$ cat config.mk
export PLATFORM = sky130hd
export DESIGN_NAME = isf_status
export DESIGN_NICKNAME = d
export VERILOG_FILES = /design/src/include/isf_pkg.sv /design/src/hw/isf_status.sv
export SDC_FILE = /design/constraint.sdc
export NUM_CORES = 1
export LEC_CHECK = 0
export BUFFER_PORTS_ARGS = -buffer_cell sky130_fd_sc_hd__clkbuf_2
export CAP_MARGIN = 10
export CORE_ASPECT_RATIO = 1.25
export CORE_UTILIZATION = 44
export DETAILED_ROUTE_END_ITERATION = 10
export PLACE_DENSITY_LB_ADDON = 0.08
export SLEW_MARGIN = 20
export SYNTH_ARGS = -nofsm -noshare
export SYNTH_HDL_FRONTEND = slang
export SYNTH_SLANG_ARGS = --single-unit
export TNS_END_PERCENT = 10
$ cat constraint.sdc
create_clock -name clk_in -period 1.65 [get_ports clk_in]
set_input_delay 0.165 -clock clk_in [delete_from_list [all_inputs] [get_ports clk_in]]
set_output_delay 0.165 -clock clk_in [all_outputs]
set_load 0.01 [all_outputs]
$ cat src/include/isf_pkg.sv
`default_nettype none
package isf_pkg;

	// ------------------------------------------------------------
	// Register map, byte addresses of 32-bit words
	// ------------------------------------------------------------
	localparam int unsigned ADDR_W      = 8;
	localparam logic [7:0]  OFS_STATUS  = 8'h00;
	localparam logic [7:0]  OFS_CTRL    = 8'h04;
	localparam logic [7:0]  OFS_TXBUF   = 8'h08;
	localparam logic [7:0]  OFS_RXBUF   = 8'h0c;
	localparam logic [7:0]  OFS_EVT     = 8'h10;
	localparam logic [7:0]  OFS_EVT_CLR = 8'h14;
	localparam logic [7:0]  OFS_EVT_EN  = 8'h18;

	// ------------------------------------------------------------
	// Field positions
	// ------------------------------------------------------------
	localparam int unsigned CTRL_ON_BIT = 15;
	localparam int unsigned ST_ACK_BIT  = 15;
	localparam int unsigned ST_TRS_BIT  = 14;
	localparam int unsigned ST_BCL_BIT  = 10;
	localparam int unsigned ST_GC_BIT   = 9;
	localparam int unsigned ST_A10_BIT  = 8;
	localparam int unsigned ST_WCOL_BIT = 7;
	localparam int unsigned ST_OV_BIT   = 6;
	localparam int unsigned ST_DA_BIT   = 5;

	// Event bits of the interrupt status, clear and enable registers.
	localparam int unsigned EVT_W       = 6;
	localparam int unsigned EV_ACK      = 0;
	localparam int unsigned EV_BCL      = 1;
	localparam int unsigned EV_GC       = 2;
	localparam int unsigned EV_WCOL     = 3;
	localparam int unsigned EV_OV       = 4;
	localparam int unsigned EV_STOP     = 5;

	// Bit slots of one transmitted byte: eight data bits plus acknowledge.
	localparam logic [3:0]  ACK_SLOT    = 4'h9;
	localparam logic [31:0] RST_WORD    = 32'h0000_0000;

	// ------------------------------------------------------------
	// Status flag carrier
	// ------------------------------------------------------------
	typedef struct packed {
		logic ack_not_received;
		logic master_tx_active;
		logic bus_collision_flag;
		logic general_call_hit;
		logic ten_bit_addr_match;
		logic tx_write_collision;
		logic rx_overflow_flag;
		logic data_not_address;
	} isf_flags_s;

	localparam isf_flags_s FLAGS_RST = '0;

	// Places the flags at their status word positions, all else zero.
	function automatic logic [31:0] isf_status_word(input isf_flags_s f);
		logic [31:0] w;
		w = RST_WORD;
		w[ST_ACK_BIT]  = f.ack_not_received;
		w[ST_TRS_BIT]  = f.master_tx_active;
		w[ST_BCL_BIT]  = f.bus_collision_flag;
		w[ST_GC_BIT]   = f.general_call_hit;
		w[ST_A10_BIT]  = f.ten_bit_addr_match;
		w[ST_WCOL_BIT] = f.tx_write_collision;
		w[ST_OV_BIT]   = f.rx_overflow_flag;
		w[ST_DA_BIT]   = f.data_not_address;
		return w;
	endfunction : isf_status_word

endpackage : isf_pkg
`default_nettype wire
$ cat src/hw/isf_status.sv
// Our own choices: the strobed register port and the address map.
`timescale 1ns/1ps
`default_nettype none
module isf_status
	import isf_pkg::*;
(
	input  wire logic              clk_in,
	input  wire logic              sys_rst_in,
	input  wire logic [ADDR_W-1:0] addr_in,
	input  wire logic [31:0]       wdata_in,
	input  wire logic              wr_in,
	input  wire logic              rd_in,
	output logic      [31:0]       rdata_out,
	input  wire logic              scl_in,
	input  wire logic              sda_in,
	input  wire logic              master_op_in,
	input  wire logic              sda_release_in,
	input  wire logic              tx_start_in,
	input  wire logic              gc_match_in,
	input  wire logic              ten_bit_addr_match_match_in,
	input  wire logic              slave_addr_match_in,
	input  wire logic              slave_byte_in,
	input  wire logic              rx_done_in,
	input  wire logic [7:0]        rx_shift_in,
	input  wire logic              busy_in,
	output logic                   module_on_out,
	output logic                   tx_load_out,
	output logic      [7:0]        tx_data_out,
	output logic                   irq_out
);

	// ------------------------------------------------------------
	// Pin synchronisers and link edge detection
	// ------------------------------------------------------------
	logic scl_m_q;
	logic scl_s_q;
	logic scl_p_q;
	logic sda_m_q;
	logic sda_s_q;
	logic sda_p_q;

	// Three flops per pin; only the second and third stages feed any logic.
	always_ff @(posedge clk_in) begin
		if (sys_rst_in) begin
			scl_m_q <= 1'b1;
			scl_s_q <= 1'b1;
			scl_p_q <= 1'b1;
			sda_m_q <= 1'b1;
			sda_s_q <= 1'b1;
			sda_p_q <= 1'b1;
		end else begin
			scl_m_q <= scl_in;
			scl_s_q <= scl_m_q;
			scl_p_q <= scl_s_q;
			sda_m_q <= sda_in;
			sda_s_q <= sda_m_q;
			sda_p_q <= sda_s_q;
		end
	end

	logic scl_rise;
	logic scl_fall;
	logic stop_det;

	// A stop is data rising while the clock line stays high.
	assign scl_rise = scl_s_q & ~scl_p_q;
	assign scl_fall = ~scl_s_q & scl_p_q;
	assign stop_det = scl_s_q & scl_p_q & sda_s_q & ~sda_p_q;

	// ------------------------------------------------------------
	// Register decode
	// ------------------------------------------------------------
	logic wr_status;
	logic wr_ctrl;
	logic wr_txbuf;
	logic rd_rxbuf;
	logic wr_evt_clr;
	logic wr_evt_en;

	assign wr_status  = wr_in && (addr_in == OFS_STATUS);
	assign wr_ctrl    = wr_in && (addr_in == OFS_CTRL);
	assign wr_txbuf   = wr_in && (addr_in == OFS_TXBUF);
	assign rd_rxbuf   = rd_in && (addr_in == OFS_RXBUF);
	assign wr_evt_clr = wr_in && (addr_in == OFS_EVT_CLR);
	assign wr_evt_en  = wr_in && (addr_in == OFS_EVT_EN);

	// ------------------------------------------------------------
	// Module enable
	// ------------------------------------------------------------
	logic on_q;
	logic re_enable;

	// Only an off-to-on write counts as re-enabling the module.
	assign re_enable = wr_ctrl && wdata_in[CTRL_ON_BIT] && !on_q;

	always_ff @(posedge clk_in) begin
		if (sys_rst_in) begin
			on_q <= 1'b0;
		end else if (wr_ctrl) begin
			on_q <= wdata_in[CTRL_ON_BIT];
		end
	end

	assign module_on_out = on_q;

	// ------------------------------------------------------------
	// Master transmit bit-slot tracking
	// ------------------------------------------------------------
	logic [3:0] slot_q;
	logic       ack_smp_q;
	logic       ack_end;
	logic       tx_act_q;

	// Counts clock rises from the start of a byte; the ninth is the
	// acknowledge, and the fall after it ends the slot.
	assign ack_end = on_q && scl_fall && (slot_q == ACK_SLOT);

	always_ff @(posedge clk_in) begin
		if (sys_rst_in || !on_q) begin
			slot_q    <= 4'h0;
			ack_smp_q <= 1'b1;
		end else if (tx_start_in) begin
			slot_q <= 4'h0;
		end else if (ack_end) begin
			slot_q <= 4'h0;
		end else if (scl_rise && tx_act_q && slot_q != ACK_SLOT) begin
			slot_q <= slot_q + 4'h1;
			if (slot_q == ACK_SLOT - 4'h1) begin
				ack_smp_q <= sda_s_q;
			end
		end
	end

	// Collision: the master released data high but the line reads low.
	logic coll_det;

	assign coll_det = on_q && master_op_in && sda_release_in && scl_rise && !sda_s_q;

	// ------------------------------------------------------------
	// Status flags
	// ------------------------------------------------------------
	isf_flags_s flags;
	logic       ack_nr_q;
	logic       bcl_q;
	logic       gc_q;
	logic       a10_q;
	logic       wcol_q;
	logic       ov_q;
	logic       da_q;
	logic       rx_full_q;
	logic       ovf_det;
	logic       wcol_det;

	// Each flag has one register and one owner process; the carrier only gathers them.
	assign flags    = isf_flags_s'({ack_nr_q, tx_act_q, bcl_q, gc_q, a10_q, wcol_q, ov_q, da_q});
	assign ovf_det  = on_q && rx_done_in && rx_full_q;
	assign wcol_det = wr_txbuf && (busy_in || tx_act_q);

	// Hardware-only flags: status writes never reach them; software clears them only by writing the on bit to zero.
	always_ff @(posedge clk_in) begin
		if (sys_rst_in || !on_q) begin
			ack_nr_q <= 1'b0;
			tx_act_q <= 1'b0;
			gc_q     <= 1'b0;
			a10_q    <= 1'b0;
			da_q     <= 1'b0;
		end else begin
			if (ack_end) begin
				ack_nr_q <= ack_smp_q;
			end
			if (tx_start_in) begin
				tx_act_q <= 1'b1;
			end else if (ack_end) begin
				tx_act_q <= 1'b0;
			end
			if (gc_match_in) begin
				gc_q <= 1'b1;
			end else if (stop_det) begin
				gc_q <= 1'b0;
			end
			if (ten_bit_addr_match_match_in) begin
				a10_q <= 1'b1;
			end else if (stop_det) begin
				a10_q <= 1'b0;
			end
			if (slave_byte_in) begin
				da_q <= 1'b1;
			end else if (slave_addr_match_in) begin
				da_q <= 1'b0;
			end
		end
	end

	// The collision flag survives a disable; it clears only when the
	// module is switched back on, and a fresh collision still wins.
	always_ff @(posedge clk_in) begin
		if (sys_rst_in) begin
			bcl_q <= 1'b0;
		end else if (coll_det) begin
			bcl_q <= 1'b1;
		end else if (re_enable) begin
			bcl_q <= 1'b0;
		end
	end

	// Software-cleared flags: a zero written clears, a new event wins.
	always_ff @(posedge clk_in) begin
		if (sys_rst_in || !on_q) begin
			wcol_q <= 1'b0;
			ov_q   <= 1'b0;
		end else begin
			if (wcol_det) begin
				wcol_q <= 1'b1;
			end else if (wr_status && !wdata_in[ST_WCOL_BIT]) begin
				wcol_q <= 1'b0;
			end
			if (ovf_det) begin
				ov_q <= 1'b1;
			end else if (wr_status && !wdata_in[ST_OV_BIT]) begin
				ov_q <= 1'b0;
			end
		end
	end

	// ------------------------------------------------------------
	// Transmit and receive buffers
	// ------------------------------------------------------------
	logic [7:0] rx_buf_q;

	// A full buffer is never overwritten: the old byte is kept and the
	// overflow flag tells software that the new one was lost.
	always_ff @(posedge clk_in) begin
		if (sys_rst_in || !on_q) begin
			rx_buf_q  <= 8'h00;
			rx_full_q <= 1'b0;
		end else if (rx_done_in && !rx_full_q) begin
			rx_buf_q  <= rx_shift_in;
			rx_full_q <= 1'b1;
		end else if (rd_rxbuf) begin
			rx_full_q <= 1'b0;
		end
	end

	// A refused write leaves the held byte untouched and raises no load.
	always_ff @(posedge clk_in) begin
		if (sys_rst_in) begin
			tx_data_out <= 8'h00;
			tx_load_out <= 1'b0;
		end else begin
			tx_load_out <= 1'b0;
			if (wr_txbuf && on_q && !wcol_det) begin
				tx_data_out <= wdata_in[7:0];
				tx_load_out <= 1'b1;
			end
		end
	end

	// ------------------------------------------------------------
	// Interrupt events
	// ------------------------------------------------------------
	logic [EVT_W-1:0] evt_q;
	logic [EVT_W-1:0] evt_en_q;
	logic [EVT_W-1:0] evt_set;

	always_comb begin
		evt_set          = '0;
		evt_set[EV_ACK]  = ack_end;
		evt_set[EV_BCL]  = coll_det;
		evt_set[EV_GC]   = on_q && gc_match_in;
		evt_set[EV_WCOL] = on_q && wcol_det;
		evt_set[EV_OV]   = ovf_det;
		evt_set[EV_STOP] = on_q && stop_det;
	end

	// Sticky bits; a set in the same cycle as its clear is kept.
	always_ff @(posedge clk_in) begin
		if (sys_rst_in) begin
			evt_q <= '0;
		end else if (wr_evt_clr) begin
			evt_q <= (evt_q & ~wdata_in[EVT_W-1:0]) | evt_set;
		end else begin
			evt_q <= evt_q | evt_set;
		end
	end

	always_ff @(posedge clk_in) begin
		if (sys_rst_in) begin
			evt_en_q <= '0;
		end else if (wr_evt_en) begin
			evt_en_q <= wdata_in[EVT_W-1:0];
		end
	end

	always_ff @(posedge clk_in) begin
		if (sys_rst_in) begin
			irq_out <= 1'b0;
		end else begin
			irq_out <= |(evt_q & evt_en_q);
		end
	end

	// ------------------------------------------------------------
	// Read data, one cycle after the strobe
	// ------------------------------------------------------------
	always_ff @(posedge clk_in) begin
		if (sys_rst_in) begin
			rdata_out <= RST_WORD;
		end else if (rd_in) begin
			case (addr_in)
				OFS_STATUS: rdata_out <= isf_status_word(flags);
				OFS_CTRL:   rdata_out <= {16'h0000, on_q, 15'h0000};
				OFS_TXBUF:  rdata_out <= {24'h000000, tx_data_out};
				OFS_RXBUF:  rdata_out <= {24'h000000, rx_buf_q};
				OFS_EVT:    rdata_out <= {{(32-EVT_W){1'b0}}, evt_q};
				OFS_EVT_EN: rdata_out <= {{(32-EVT_W){1'b0}}, evt_en_q};
				default:    rdata_out <= RST_WORD;
			endcase
		end else begin
			rdata_out <= RST_WORD;
		end
	end

endmodule : isf_status
`default_nettype wire

==> metrics.txt <==
Cell Count, Final, Fillers Out=464; root buf cell=clkbuf_8; gr ovfl total=0; row cnt=31; CTS H-tree lvls=3; Critical Path Source Type=register; setup tns final=0 ns; CTS Sinks=64; Worst path max stage delay=0.39 ns; status=completed; WP buf/inv=1; Post-Syn Area per Cell=9.51 um^2; Iter 0 DRT Violations=98; pwr dens=930 nW/um^2; Max-Cap Viols=0; DR pass1 iterations=4; post-synthesis mux area share=12.3%; vias=2269; CP Max Fanout=5; post-route cell area=3510 um^2; asr flop ratio synth=0%; diode count=0; first-pass GRT wire length=9690 um; CTS tree=done; Final Skew=0.0126 ns; number of flops mapped to enable cells by yosys=0; Yosys top cell by area=dfxtp_1; DR vias/cell=4.89; Pins Over Slew Limit=0; Layout area overhead=27.2%; placer congestion estimate=0.767; Final setup viols=0; slowest stage cell, crit path=or3b_4; Worst Setup EP=tx_data_out[0]$_SDFFE_PP0P_; Adder-Cell Fraction of Synth Area=1.36%; Die ar.=6590 um^2; share of cells above drive strength 1=31.9%; post-synth cell types=45; nets=443; Stages on worst setup path=5; yosys warns=0; unrepaired setup endpoints after global routing=true; Cells after Synth=290; port bufs=63; initial core utilization=46.5%; top-area cell type share of the netlist area=46.5%; Worst Hold Class=in2reg; fin crit period=1.59 ns; endpoints failing hold=0; Leakage=1.49 nW; R2R cell count=5; Num CTS Buffers=9; required time worst endpoint=1.87 ns; reg2reg start=module_on_out$_SDFFE_PP0P_; final hold slack=0.0266 ns; Seq. cell area=1280 um^2; critical-path cell list=or3b_4 -> nor4_4 -> buf_4 -> mux2i_1 -> nor2_1; Final ANT Viol Nets=0; Crit path max-delay family=simple AND/OR/NAND/NOR gates; IO Count=106; synthesized flop and latch total=64; DP Cell Count=446; Primary FF master, synth=dfxtp_1; reg2reg setup slack=0.06 ns; Setup Crit Path Kind=reg2reg; DP HPWL=4720 um; Max Root-Sink Buffers=2; Post-CTS Setup Bufs=0; worst reg2reg endpoint=tx_data_out[0]$_SDFFE_PP0P_; XOR/XNOR share of the synthesized area=0.953%; slew margin rel.=64.8%; Worst setup EP type=register; core area=5930 um^2; pin count of the biggest net entering global routing=33; vias in the first global route=2084; crit path DAT=1.81 ns; Tcrit/Tclk final=96.5%; post-synthesis compound-gate area fraction=10.4%; DIE WIDTH=72.8 um; Overall Global Routing Usage=20.0%; main combinational cell family by area after synthesis=simple AND/OR/NAND/NOR gates; maximum clock rate=628 MHz; clock-pin transition on the worst setup and hold timing paths=0.08 ns; fillers=555; Skew-Pair Late Insertion Delay=0.34 ns; drt wl/cell=13.4 um; Multi-input gate area=1320 um^2; Remaining DRCs=0; most numerous cell in the Yosys netlist=dfxtp_1; crit path from=module_on_out$_SDFFE_PP0P_; initial antenna violation count=0; register area share after synthesis=46.5%; worst-margin pin slew=0.528 ns; Synth top cells by count=dfxtp_1, nor2_1, mux2i_1, buf_4, a21oi_1; final WL=6230 um; Post-Synth Simple-Gate Area=19.8%; Placed Area=3250 um^2; Netlist Area Pre-Place=2760 um^2; leading post-synthesis cells by cell area=dfxtp_1, mux2i_1, buf_4; VDD IR max=0.000592 V; chip height=90.5 um
==> power by group <==
group | total (W) | switching, W | internal [W]
registers | 0.00155 | 0.00000398 | 0.00155
logic | 0.000186 | 0.000104 | 0.0000812
clock network | 0.00152 | 0.000628 | 0.000896
total | 0.00326 | 0.000736 | 0.00253
==> worst reg2reg max path, stage by stage (launching register included) <==
cell,delay (ns)
dfxtp_2,0.32
or3b_4,0.39
nor4_4,0.31
buf_4,0.22
mux2i_1,0.19
nor2_1,0.05
==> area by class of cell <==
class,count,share of cell area (%)
clock inverters,6,2.60
repair buffers,88,14.8
multi-input cells,201,37.7
flip-flops and latches,64,36.6
well taps,82,2.93
inverters,13,1.39
clock buffers,10,3.92
==> per-stage QoR <==
| step | utilization (%) | total power (W) | setup WS (ns) |
|---|---|---|---|
| 4_1_cts | 59.0 | 0.00330 | 0.0104 |
| 3_3_place_gp | 54.7 | 0.00177 | -0.246 |
| 2_1_floorplan | - | 0.00170 | 0.00349 |
| 6_report | 59.1 | 0.00326 | 0.0581 |
| 5_1_grt | 59.1 | 0.00340 | -0.0134 |
| 3_5_place_dp | 54.7 | 0.00177 | -0.311 |
==> logic make-up (layout without fill, tap and decap cells) <==
kind of cell               after synthesis  after routing
and+or+nand+nor                         99             99
DFF                                     64             64
AOI/OAI and AO/OA                       44             44
buffers and inverters                   43            117
muxes                                   33             33
adders and majority gates                3              3
xor gates and xnor gates                 3              3
other                                    1             19
==> worst min-delay path by stage <==
stage,cells past startpoint,from,endpoint,slack [ns]
2_1_floorplan,1,tx_start_in,slot_q[0]$_SDFFE_PP0N_,0.24
3_3_place_gp,2,scl_in,scl_m_q$_SDFF_PP1_,0.35
3_5_place_dp,2,scl_in,scl_m_q$_SDFF_PP1_,0.35
4_1_cts,3,slave_byte_in,da_q$_SDFFE_PP0P_,0.005
5_1_grt,3,rx_shift_in[5],rx_buf_q[5]$_SDFFE_PP0P_,0.03
6_report,3,slave_byte_in,da_q$_SDFFE_PP0P_,0.03
==> state kept, by name, indices dropped and copies added (netlist names), 4 cells and up <==
| name | flops |
|---|---|
| evt_en_q | 6 |
| evt_q | 6 |
| rdata_out | 13 |
| rx_buf_q | 8 |
| slot_q | 4 |
| tx_data_out | 8 |
==> repair_timing <==
action | in CTS | in global routing
gates cloned | 0 | 0
resized for setup | 1 | 2
pin swaps | 0 | 4
endpoints found under the hold margin | 2 | 0
hold buffers | 2 | 0
endpoints found under the setup margin | 8 | 7
==> routing by layer <==
layer / GRT usage (%) / vias up / part of all wire, %
met3: 3.79 / 6 / 4.3
met4: 11.3 / 0 / 1.3
met1: 23.6 / 1035 / 43
met2: 33.3 / 74 / 51
met5: 0 / - / 0
li1: - / 1154 / -
==> cell usage in the layout (no fill, tap or decap), types with 2 or more instances in the layout <==
master / synthesis / layout
nor2b_1: 5 / 5
bufinv_16: 0 / 2
nand3_1: 3 / 3
or3_1: 4 / 4
inv_1: 13 / 13
o21ai_1: 3 / 3
nand3b_1: 3 / 3
a31oi_1: 2 / 2
nand4b_1: 3 / 3
nand2_1: 8 / 8
and2_1: 4 / 4
conb_1: 1 / 19
a22oi_1: 3 / 3
ha_1: 3 / 3
dlygate4sd3_1: 0 / 2
mux2i_1: 27 / 27
clkinvlp_4: 0 / 3
or2_2: 7 / 7
a22o_1: 10 / 10
a21oi_1: 15 / 15
o21ai_0: 5 / 5
clkbuf_2: 0 / 63
clkbuf_8: 0 / 10
buf_4: 20 / 22
mux2_2: 6 / 6
nor4_1: 6 / 5
dfxtp_1: 64 / 63
nor4b_1: 2 / 2
xor2_1: 2 / 2
nor2_1: 37 / 37
nor3_1: 7 / 7
No activity file was read; power rests on OpenSTA's default activity.
